## src/logic/clem_pkg.sv

```systemverilog
// clem_pkg: register map, field positions, reset values and counts for the clock-loss emergency monitor
// assumes a 32-bit APB slave clocked by pclk at 50 MHz
package clem_pkg;
  // bus
  localparam int unsigned CLEM_AW = 8;
  localparam logic [CLEM_AW-1:0] CLEM_OFS_CTRL = 8'h00;
  localparam logic [CLEM_AW-1:0] CLEM_OFS_STAT = 8'h04;
  localparam logic [CLEM_AW-1:0] CLEM_OFS_TRAP = 8'h08;
  localparam logic [CLEM_AW-1:0] CLEM_OFS_MASK = 8'h0c;
  localparam logic [CLEM_AW-1:0] CLEM_OFS_SCLR = 8'h10;
  // control register fields
  localparam int unsigned CLEM_CTRL_LOCK_EMERG_EN = 0;
  localparam logic CLEM_CTRL_RST = 1'b0;
  // status register fields
  localparam int unsigned CLEM_STAT_EXT_VALID = 0;
  localparam int unsigned CLEM_STAT_VCO_LOCKED = 1;
  localparam int unsigned CLEM_STAT_IN_DISC = 2;
  localparam int unsigned CLEM_STAT_ON_BACKUP = 3;
  // trap and mask register fields
  localparam int unsigned CLEM_NTRAP = 2;
  localparam int unsigned CLEM_TRAP_CLK_EMERG = 0;
  localparam int unsigned CLEM_TRAP_LOSS_LOCK = 1;
  localparam logic [CLEM_NTRAP-1:0] CLEM_MASK_RST = 2'h0;
  // status clear register fields (write one)
  localparam int unsigned CLEM_SCLR_IN_DISC = 0;
  localparam int unsigned CLEM_SCLR_BACKUP = 1;
  // watchdog: reference edges without a monitored edge at which the valid flag clears
  localparam int unsigned CLEM_CW = 8;
  localparam logic [CLEM_CW-1:0] CLEM_OWD_REF_EDGES = 8'h04;
  // lock detector: phase tolerance in pclk cycles, periods to lock and to lose lock
  localparam logic [CLEM_CW-1:0] CLEM_PHASE_TOL = 8'h02;
  localparam logic [CLEM_CW-1:0] CLEM_LOCK_PERIODS = 8'h08;
  localparam logic [CLEM_CW-1:0] CLEM_LOSS_PERIODS = 8'h03;
  localparam logic [CLEM_CW-1:0] CLEM_CNT_MAX = 8'hff;
endpackage

```

## src/logic/clem_ext_clock_watchdog.sv

```systemverilog
// clem_ext_clock_watchdog: clock-presence check of the oscillator input pin against the low-power reference
// assumes both inputs are levels synchronous to pclk
`timescale 1ns/10ps
module clem_ext_clock_watchdog
  import clem_pkg::*;
(
  // clock and reset
  input wire logic pclk,
  input wire logic presetn,
  // monitored and reference clocks
  input wire logic oscillator_input_pin,
  input wire logic low_power_oscillator,
  // result
  output logic ext_clock_valid_flag
);
  logic osc_d_r, osc_d_nxt;
  logic ref_d_r, ref_d_nxt;
  logic [CLEM_CW-1:0] miss_r, miss_nxt;
  logic valid_r, valid_nxt;
  logic osc_edge, ref_edge;

  assign osc_edge = oscillator_input_pin & ~osc_d_r;
  assign ref_edge = low_power_oscillator & ~ref_d_r;
  assign ext_clock_valid_flag = valid_r;

  always_comb begin
    osc_d_nxt = oscillator_input_pin;
    ref_d_nxt = low_power_oscillator;
    miss_nxt = miss_r;
    valid_nxt = valid_r;
    if (osc_edge) begin
      miss_nxt = '0;
      valid_nxt = 1'b1;
    end else if (ref_edge) begin
      // count reference edges with no monitored edge
      if (miss_r != CLEM_CNT_MAX) begin
        miss_nxt = miss_r + 8'h01;
      end
      if (miss_r + 8'h01 >= CLEM_OWD_REF_EDGES) begin
        valid_nxt = 1'b0;
      end
    end
  end

  always_ff @(posedge pclk or negedge presetn) begin
    if (!presetn) begin
      osc_d_r <= 1'b0;
      ref_d_r <= 1'b0;
      miss_r <= '0;
      valid_r <= 1'b0;
    end else begin
      osc_d_r <= osc_d_nxt;
      ref_d_r <= ref_d_nxt;
      miss_r <= miss_nxt;
      valid_r <= valid_nxt;
    end
  end
endmodule

```

## src/logic/clem_monitor.sv

```systemverilog
// clem_monitor: clock-loss watchdog, pll loss-of-lock detector, emergency controls and APB registers
// assumes all inputs synchronous to pclk; zero-wait-state APB slave
`timescale 1ns/10ps
// Notes on behaviour
// - watchdog checks oscillator pin activity against the low-power reference clock
// - external-clock-valid flag is one while the pin toggles
// - no pin edge within the latency window clears the valid flag
// - valid flag falling sets clock-emergency trap and requests emergency clock switch
// - emergency switch selects the wake-up oscillator as system clock
// - clock-loss protection only when system clock comes from the oscillator pin
// - lock detector compares feedback divider phase against vco reference continuously
// - phase within tolerance sets the vco-locked bit
// - phase out of range after latency clears locked bit and sets loss-of-lock trap
// - loss of lock disconnects vco input, holds it, shows disconnected status
// - writing one to clear-disconnect reconnects input and clears disconnected status
// - loss-of-lock emergency response only acts in normal operation mode with the lock emergency enable bit set
// - the watchdog ignores pll lock conditions
module clem_monitor
  import clem_pkg::*;
(
  // clock and reset
  input wire logic pclk,
  input wire logic presetn,
  // apb slave
  input wire logic psel,
  input wire logic penable,
  input wire logic pwrite,
  input wire logic [CLEM_AW-1:0] paddr,
  input wire logic [31:0] pwdata,
  output logic [31:0] prdata,
  output logic pready,
  output logic pslverr,
  // clock sources and modes
  input wire logic oscillator_input_pin,
  input wire logic low_power_oscillator,
  input wire logic sys_clk_from_osc,
  input wire logic normal_mode,
  input wire logic vco_ref_clk,
  input wire logic fb_div_clk,
  // clock system controls
  output logic main_clock_multiplexer_sel_wakeup,
  output logic vco_input_disconnect,
  output logic ext_clock_valid_flag,
  output logic vco_locked_flag,
  // interrupt
  output logic irq
);
  // bus decode
  logic setup_ph, acc_ph, wr_acc, rd_acc, mapped;
  logic [31:0] rdata_r, rdata_nxt;
  logic [31:0] rd_mux;
  // registers
  logic lock_emerg_en_r, lock_emerg_en_nxt;
  logic [CLEM_NTRAP-1:0] mask_r, mask_nxt;
  logic [CLEM_NTRAP-1:0] trap_r, trap_nxt;
  logic [CLEM_NTRAP-1:0] trap_set;
  logic backup_r, backup_nxt;
  logic disc_r, disc_nxt;
  // watchdog
  logic valid_w, valid_d_r, valid_d_nxt, valid_fall;
  // lock detector
  logic ref_d_r, ref_d_nxt, fb_d_r, fb_d_nxt, ref_edge, fb_edge;
  logic [CLEM_CW-1:0] since_ref_r, since_ref_nxt, since_fb_r, since_fb_nxt;
  logic [CLEM_CW-1:0] good_r, good_nxt, bad_r, bad_nxt;
  logic lag_ok_r, lag_ok_nxt, period_ok;
  logic locked_r, locked_nxt, lock_fall;
  logic sclr_disc, sclr_backup;

  assign setup_ph = psel & ~penable;
  assign acc_ph = psel & penable;
  assign wr_acc = acc_ph & pwrite;
  assign rd_acc = acc_ph & ~pwrite;
  assign mapped = (paddr == CLEM_OFS_CTRL) | (paddr == CLEM_OFS_STAT) | (paddr == CLEM_OFS_TRAP) |
                  (paddr == CLEM_OFS_MASK) | (paddr == CLEM_OFS_SCLR);
  assign pready = 1'b1;
  assign pslverr = acc_ph & ~mapped;
  assign prdata = rdata_r;

  // external clock watchdog, independent of the pll path
  clem_ext_clock_watchdog u_wdt (
    .pclk(pclk),
    .presetn(presetn),
    .oscillator_input_pin(oscillator_input_pin),
    .low_power_oscillator(low_power_oscillator),
    .ext_clock_valid_flag(valid_w)
  );

  assign ext_clock_valid_flag = valid_w;
  assign valid_fall = valid_d_r & ~valid_w;
  assign ref_edge = vco_ref_clk & ~ref_d_r;
  assign fb_edge = fb_div_clk & ~fb_d_r;
  assign period_ok = lag_ok_r | (since_fb_r <= CLEM_PHASE_TOL);
  assign lock_fall = locked_r & ~locked_nxt;
  assign sclr_disc = wr_acc & (paddr == CLEM_OFS_SCLR) & pwdata[CLEM_SCLR_IN_DISC];
  assign sclr_backup = wr_acc & (paddr == CLEM_OFS_SCLR) & pwdata[CLEM_SCLR_BACKUP];

  assign main_clock_multiplexer_sel_wakeup = backup_r;
  assign vco_input_disconnect = disc_r;
  assign vco_locked_flag = locked_r;
  assign irq = |(trap_r & mask_r);

  // read data mux
  always_comb begin
    rd_mux = '0;
    case (paddr)
      CLEM_OFS_CTRL: begin
        rd_mux[CLEM_CTRL_LOCK_EMERG_EN] = lock_emerg_en_r;
      end
      CLEM_OFS_STAT: begin
        rd_mux[CLEM_STAT_EXT_VALID] = valid_w;
        rd_mux[CLEM_STAT_VCO_LOCKED] = locked_r;
        rd_mux[CLEM_STAT_IN_DISC] = disc_r;
        rd_mux[CLEM_STAT_ON_BACKUP] = backup_r;
      end
      CLEM_OFS_TRAP: begin
        rd_mux[CLEM_NTRAP-1:0] = trap_r;
      end
      CLEM_OFS_MASK: begin
        rd_mux[CLEM_NTRAP-1:0] = mask_r;
      end
      default: begin
        rd_mux = '0;
      end
    endcase
  end

  // lock detector: phase check per reference period
  always_comb begin
    ref_d_nxt = vco_ref_clk;
    fb_d_nxt = fb_div_clk;
    since_ref_nxt = (since_ref_r == CLEM_CNT_MAX) ? since_ref_r : since_ref_r + 8'h01;
    since_fb_nxt = (since_fb_r == CLEM_CNT_MAX) ? since_fb_r : since_fb_r + 8'h01;
    lag_ok_nxt = lag_ok_r;
    good_nxt = good_r;
    bad_nxt = bad_r;
    locked_nxt = locked_r;
    if (fb_edge) begin
      since_fb_nxt = '0;
      if (since_ref_r <= CLEM_PHASE_TOL) begin
        lag_ok_nxt = 1'b1;
      end
    end
    if (ref_edge) begin
      since_ref_nxt = '0;
      lag_ok_nxt = fb_edge;
      if (period_ok) begin
        bad_nxt = '0;
        good_nxt = (good_r == CLEM_CNT_MAX) ? good_r : good_r + 8'h01;
        if (good_r + 8'h01 >= CLEM_LOCK_PERIODS) begin
          locked_nxt = 1'b1;
        end
      end else begin
        good_nxt = '0;
        bad_nxt = (bad_r == CLEM_CNT_MAX) ? bad_r : bad_r + 8'h01;
        if (bad_r + 8'h01 >= CLEM_LOSS_PERIODS) begin
          locked_nxt = 1'b0;
        end
      end
    end
  end

  always_ff @(posedge pclk or negedge presetn) begin
    if (!presetn) begin
      ref_d_r <= 1'b0;
      fb_d_r <= 1'b0;
      since_ref_r <= CLEM_CNT_MAX;
      since_fb_r <= CLEM_CNT_MAX;
      lag_ok_r <= 1'b0;
      good_r <= '0;
      bad_r <= '0;
      locked_r <= 1'b0;
    end else begin
      ref_d_r <= ref_d_nxt;
      fb_d_r <= fb_d_nxt;
      since_ref_r <= since_ref_nxt;
      since_fb_r <= since_fb_nxt;
      lag_ok_r <= lag_ok_nxt;
      good_r <= good_nxt;
      bad_r <= bad_nxt;
      locked_r <= locked_nxt;
    end
  end

  // emergency actions, traps and software registers
  always_comb begin
    valid_d_nxt = valid_w;
    trap_set = '0;
    backup_nxt = backup_r;
    disc_nxt = disc_r;
    lock_emerg_en_nxt = lock_emerg_en_r;
    mask_nxt = mask_r;
    rdata_nxt = rdata_r;
    if (valid_fall && sys_clk_from_osc) begin
      trap_set[CLEM_TRAP_CLK_EMERG] = 1'b1;
    end
    if (sclr_backup) begin
      backup_nxt = 1'b0;
    end
    if (valid_fall && sys_clk_from_osc) begin
      backup_nxt = 1'b1;
    end
    if (sclr_disc) begin
      disc_nxt = 1'b0;
    end
    if (lock_fall && normal_mode && lock_emerg_en_r) begin
      trap_set[CLEM_TRAP_LOSS_LOCK] = 1'b1;
      disc_nxt = 1'b1;
    end
    // a read of the trap register clears it; a new event in that cycle wins
    trap_nxt = trap_r;
    if (rd_acc && (paddr == CLEM_OFS_TRAP)) begin
      trap_nxt = '0;
    end
    trap_nxt = trap_nxt | trap_set;
    if (wr_acc && (paddr == CLEM_OFS_CTRL)) begin
      lock_emerg_en_nxt = pwdata[CLEM_CTRL_LOCK_EMERG_EN];
    end
    if (wr_acc && (paddr == CLEM_OFS_MASK)) begin
      mask_nxt = pwdata[CLEM_NTRAP-1:0];
    end
    if (setup_ph && !pwrite) begin
      rdata_nxt = rd_mux;
    end
  end

  always_ff @(posedge pclk or negedge presetn) begin
    if (!presetn) begin
      valid_d_r <= 1'b0;
      trap_r <= '0;
      backup_r <= 1'b0;
      disc_r <= 1'b0;
      lock_emerg_en_r <= CLEM_CTRL_RST;
      mask_r <= CLEM_MASK_RST;
      rdata_r <= '0;
    end else begin
      valid_d_r <= valid_d_nxt;
      trap_r <= trap_nxt;
      backup_r <= backup_nxt;
      disc_r <= disc_nxt;
      lock_emerg_en_r <= lock_emerg_en_nxt;
      mask_r <= mask_nxt;
      rdata_r <= rdata_nxt;
    end
  end
endmodule

```

## config.mk

```make
export PLATFORM = sky130hd
export DESIGN_NAME = clem_monitor
export DESIGN_NICKNAME = d
export VERILOG_FILES = /design/src/logic/clem_pkg.sv /design/src/logic/clem_ext_clock_watchdog.sv /design/src/logic/clem_monitor.sv
export SDC_FILE = /design/constraint.sdc
export NUM_CORES = 1
export LEC_CHECK = 0
export BUFFER_PORTS_ARGS = -buffer_cell sky130_fd_sc_hd__buf_4
export CELL_PAD_IN_SITES_DETAIL_PLACEMENT = 0
export CELL_PAD_IN_SITES_GLOBAL_PLACEMENT = 1
export CORE_MARGIN = 2
export CORE_UTILIZATION = 36
export CTS_CLUSTER_SIZE = 20
export DETAILED_ROUTE_END_ITERATION = 6
export HOLD_SLACK_MARGIN = 0.15
export PLACE_DENSITY = 0.82
export SLEW_MARGIN = 25
export SYNTH_ARGS = -nofsm -noshare
export SYNTH_HDL_FRONTEND = slang
export SYNTH_SLANG_ARGS = --single-unit
```

## constraint.sdc

```tcl
create_clock -name pclk -period 2.03 [get_ports pclk]
set_clock_uncertainty 0.2 [all_clocks]
set_input_delay 0.203 -clock pclk [delete_from_list [all_inputs] [get_ports pclk]]
set_output_delay 0.203 -clock pclk [all_outputs]
set_load 0.01 [all_outputs]
```

# [Word-level counts from Yosys, hierarchy flattened]
# Index checks and enable logic that the tools add are counted.
# Widths: inputs -> output; s select.
[word_totals] inputBits=51 register_bits=59 output_inout_bits=39 wordCells=125
[classes] muxes=31 n_eq_ne=13 addsub=5 bitwise=30 reduce_logical=22 magnitude_cmp=5
[op_table] cell="$mux 8" count=11
[op_table] cell="$add 8x1->8 const B" count=5
[op_table] cell="$eq 8x8->1 const B" count=4
[op_table] cell="$eq 8x4->1 const B" count=2
[op_table] cell="$le 8x2->1 const B" count=2
[op_table] cell="$mux 1" count=16
[op_table] cell="$and 1x1->1" count=14
[op_table] cell="$reduce_bool 2->1" count=7
[op_table] cell="$reduce_and 2->1" count=5
[op_table] cell="$not 1->1" count=9
[op_table] cell="$eq 8x3->1 const B" count=1
[op_table] cell="$eq 8x5->1 const B" count=1
[op_table] cell="$ge 8x2->1 const B" count=1
[op_table] cell="$ge 8x3->1 const B" count=1
[op_table] cell="$ge 8x4->1 const B" count=1
[op_table] cell="$logic_not 8->1" count=1
[op_table] cell="$ne 2x2->1 const B" count=4
[op_table] cell="$ne 8x8->1 const B" count=1
[op_table] cell="$logic_and 1x1->1" count=7
[op_table] cell="$or 1x1->1" count=5
[op_table] cell="$mux 2" count=2
[op_table] cell="$pmux 1 s4" count=1
[op_table] cell="$pmux 1 s3" count=1
[op_table] cell="$and 2x2->2" count=1
[op_table] cell="other kinds (3)" count=3

# [Longest topological paths before layout]
[depth] ltp_word=11 depth_mapped=8 mapped_depth_nobuf=7

# [Cells and area by module]
# From an unflattened synthesis, not the netlist that was laid out.
[hier_totals] cells_unflattened=381 hier_area_um2=3524.6
[modules_own_cells] module="clem_monitor" n_inst=1 area_per_inst_um2=2894.0 cells_per_inst=314 seq_area_each_um2=1221.2
[modules_own_cells] module="clem_ext_clock_watchdog" n_inst=1 area_per_inst_um2=630.6 cells_per_inst=67 seq_area_each_um2=275.3

# [Worst setup path before layout]
# No wires, ideal clock.
[synth_timing] kind="input to register" startpoint="input paddr[1]" endpoint="register trap_r[0]" path_slack_ns=-0.111 stages=5 arrival_time_ns=1.823 required_ns=1.712 path_buffers=1 setup_ns=0.118 cell_sequence="or4_4 or3_1 buf_2 or4_4 a21o_1"
[synth_via] elab_chain_len=4
[synth_rtl] element="start: declaration" line="clem_monitor.sv:28" source="input wire logic [CLEM_AW-1:0] paddr,"
[synth_rtl] element="$eq 8x4->1" line="clem_monitor.sv:211" source="if (rd_acc && (paddr == CLEM_OFS_TRAP)) begin"
[synth_rtl] element="$logic_and 1x1->1" line="clem_monitor.sv:211"
[synth_rtl] element="$mux 2" line="clem_monitor.sv:211"
[synth_rtl] element="$or 2x2->2" line="clem_monitor.sv:214" source="trap_nxt = trap_nxt | trap_set;"
[synth_rtl] element="named net trap_nxt[0]" line="clem_monitor.sv:55" source="logic [CLEM_NTRAP-1:0] trap_r, trap_nxt;"
[synth_rtl] element="end signal: assignment" line="clem_monitor.sv:237" source="trap_r <= trap_nxt;"
[synth_rtl] element="end: declaration" line="clem_monitor.sv:55"
# The timed path passes the listed nets, and every way through them passes these cells.
# A chain may end at the register's enable or synchronous reset.

# [Worst setup path after layout]
[layout_timing] startpoint="register since_fb_r[0]" endpoint="register good_r[0]"
[layout_via] elab_chain_len=4 elab_cells_between_ends=5
[layout_rtl] element="start: declaration" line="clem_monitor.sv:63" source="logic [CLEM_CW-1:0] since_ref_r, since_ref_nxt, since_fb_r, since_fb_nxt;"
[layout_rtl] element="start signal: assignment" line="clem_monitor.sv:176" source="since_fb_r <= since_fb_nxt;"
[layout_rtl] element="$le 8x2->1 *" line="clem_monitor.sv:92" source="assign period_ok = lag_ok_r | (since_fb_r <= CLEM_PHASE_TOL);"
[layout_rtl] element="$or 1x1->1 *" line="clem_monitor.sv:92"
[layout_rtl] element="$ne 2x2->1 (no line)"
[layout_rtl] element="$reduce_and 2->1 (no line)"
[layout_rtl] element="end signal: assignment" line="clem_monitor.sv:178" source="good_r <= good_nxt;"
[layout_rtl] element="end: declaration" line="clem_monitor.sv:64" source="logic [CLEM_CW-1:0] good_r, good_nxt, bad_r, bad_nxt;"
# Every way passes the cells marked *; elsewhere a longest branch is shown, timed or not.

==> impl_metrics.ini <==
[placement]
gp_congestion = 0.8375
port_buffers = 30
place_area_um2 = 3819
dp_slack_ps = -184.5
dp.cells = 535
place_hpwl_mm = 4.686

[die]
die_height_um = 101.6
die-area_um2 = 10320
start_util_pct = 37.10
rows = 35
ioPinCount = 90
die_x_um = 101.6
core_um2 = 9240

[clock_network]
clockRootBuffer = clkbuf_8
cts.sinks = 59
cts_tree = yes
numCtsBuffers = 9
cts_htree_levels = 3
cts_buffer_depth = 2
clk_latency_ps = 350
clk_pin_slew_worst_paths_ps = 70

[final_layout]
fin_area_um2 = 4260
final_layout_size_suffix_gt1_share_pct = 23.81
fillCellCount = 880
multiInputGateArea_um2 = 1788
layout_commonest_cell = buf_4
nets = 498
final_cell_mix = buf_4, dfrtp_1, nor2_1, nand2_1, conb_1
diodes = 0
final-seq-area_um2 = 1496
area_growth_pct = 24.27
layoutNonFillerInstCount = 570
utilization_pct = 46.11

[sta]
finalSetupViolCount = 0
rsz0062_at_grt = true
tightest_slew_ps = 738.8
fin_crit_sh_pct = 97.66
slew_headroom_pct = 50.74
fmax_mhz = 504.4
fin_crit_ps = 1983
finalSetupTns_ps = 0
finalHoldViolations = 0
finalMaxSlewViolations = 0
setup_slack_ps = 47.46

[global_routing]
grt_antenna_before_repair = 0
first_global_vias = 2544
track_usage_pct = 14.37
grt.overflow.total = 0
grt_pass1_wl_mm = 11.73
grt_start_max_net_pins = 60

[yosys]
post_synth_inst_count = 372
avgSynthCellArea_um2 = 9.216
ys_ff_latch = 59
ys_seq_area_share_pct = 43.65
ys_types = 50
syn-cell-area_um2 = 3428
synthFlopType = dfrtp_1
yosys_warnings = 0
async_reset_ff_share_pct = 100.0
synth-edff-count = 0

[pwr]
p_leak_nw = 1.866
p_per_area_nw_per_um2 = 859.8
irDropWorstVdd_uv = 299.8

[critical_path]
critPathKind = reg -> reg
r2r_end = good_r[0]$_DFFE_PN0P_
startpoint_type = flop
rr_worst_depth = 7
r2r_setup_slack_ps = 50
crit_arrival_ps = 2020
crit_path_end_kind = flop
critPathRequiredTime_ps = 2070
r2r_start = since_fb_r[0]$_DFFE_PN1P_
worstPathMaxFanout = 13

[drt]
vias = 2770
drc = 0
wl_per_cell_um = 12.40
routed_via_density = 4.860
drtPass1Iterations = 4
ant_nets = 0
drt_iter0_markers = 87
routed_wl_mm = 7.067

[status]
status = complete, no violations

[run]
maxCapViolCount = 0

[hold_path]
hold_start = paddr[7]
hold_end = prdata[1]$_DFFE_PN0P_
hp-class = in -> reg
hold_depth = 5
## layer usage
metal	global-route usage [%]	wire, µm	up-vias
met4	5.821	108	0
met1	19.26	3331	1305
met5	0	0	-
met2	22.37	3372	52
li1	-	-	1406
met3	3.382	254	7
## logic make-up after synthesis
logic type / synth area share, %
compound gates: 15.84
xor+xnor: 4.088
fa+ha+maj: 3.650
buf+inv: 9.161
flops: 43.65
mux: 2.555
other cells: 0.2191
simple gates: 20.84
## worst max-delay path by stage
stage                         startpoint                     to  slack [ps]  depth (start not counted)
2_1_floorplan                   paddr[1]    trap_r[0]$_DFF_PN0_        -110                          5
3_3_place_gp                    paddr[1]    trap_r[0]$_DFF_PN0_        -170                          5
3_5_place_dp                    paddr[1]    trap_r[0]$_DFF_PN0_        -180                          5
4_1_cts        since_fb_r[0]$_DFFE_PN1P_  good_r[0]$_DFFE_PN0P_           2                          7
5_1_grt        since_fb_r[0]$_DFFE_PN1P_  good_r[0]$_DFFE_PN0P_         -60                          7
6_report       since_fb_r[0]$_DFFE_PN1P_  good_r[0]$_DFFE_PN0P_          50                          7
## sequential cells by signal (all words and copies together), names as in the netlist
name,count
since_fb_r,8
since_ref_r,8
prdata,4
fb_d_r,1
vco_locked_flag,1
main_clock_multiplexer_sel_wakeup,1
ref_d_r,1
good_r,8
valid_d_r,1
bad_r,8
mask_r,2
lock_emerg_en_r,1
u_wdt.ext_clock_valid_flag,1
u_wdt.ref_d_r,1
u_wdt.osc_d_r,1
vco_input_disconnect,1
u_wdt.miss_r,8
trap_r,2
lag_ok_r,1
## power breakdown
part | total (W) | switching (W) | internal, W
registers | 0.00158 | 0.000195 | 0.00139
logic | 0.000998 | 0.000494 | 0.000504
clock network | 0.00108 | 0.000456 | 0.000626
## critical path, cell delays in order, from the launching register on
cell and delay (ps):
dfstp_2 530, inv_1 40, ha_1 180, nand2b_4 150
a31oi_4 150, buf_4 220, o21ai_0 120, mux2_2 290
## synth_stat cells, types with 2 or more instances
cell type	instances	share of area, %
a22o_1	4	1.0
xor2_1	7	1.8
a31oi_1	10	1.8
buf_2	2	0.29
or4_1	2	0.44
nor4_1	5	0.91
a311oi_1	2	0.51
nand2_1	31	3.4
ha_1	10	3.6
a41oi_1	4	1.0
nor2b_1	6	1.1
a31o_2	4	1.0
dfstp_2	16	12
o31ai_1	4	0.88
buf_4	29	6.4
o21ai_0	21	3.1
and2_1	2	0.36
a21oi_1	20	2.9
nand4_1	10	1.8
clkbuf_1	14	1.5
and3_1	11	2.0
nor2_1	34	3.7
nand2b_1	6	1.1
conb_1	2	0.22
a211oi_1	4	0.88
xnor2_1	9	2.3
mux2_2	4	1.3
nor3_1	6	0.88
inv_1	8	0.88
nand3_1	16	2.3
a21o_1	2	0.44
or3_1	3	0.55
dfrtp_1	43	31
or4_4	2	0.66
and4_1	3	0.77
mux2i_1	2	0.58
## cell type report
type | instances | area share, %
clock inverters | 2 | 0.8223
repair buffers | 73 | 13.86
inverters | 8 | 0.7048
multi-input cells | 286 | 41.97
clock buffers | 13 | 3.730
well taps | 129 | 3.789
flip-flops and latches | 59 | 35.12
## repair_timing
action | 4_1_cts | 5_1_grt
setup endpoints to repair | 1 | 21
hold endpoints to repair | 70 | 1
hold buffers | 16 | 1
setup buffers | 1 | 2
gates resized for setup | 0 | 9
pin swaps | 0 | 4
## per-stage QoR
step | hold slack (ps) | total power (W)
after floorplan | -292.6 | 0.002186
after global placement | 123.4 | 0.002486
after detailed placement | 122.6 | 0.002509
after CTS | 151.0 | 0.003638
after global routing | 213.5 | 0.003921
final | 186.9 | 0.003663
(Power assumes the default switching activity.)
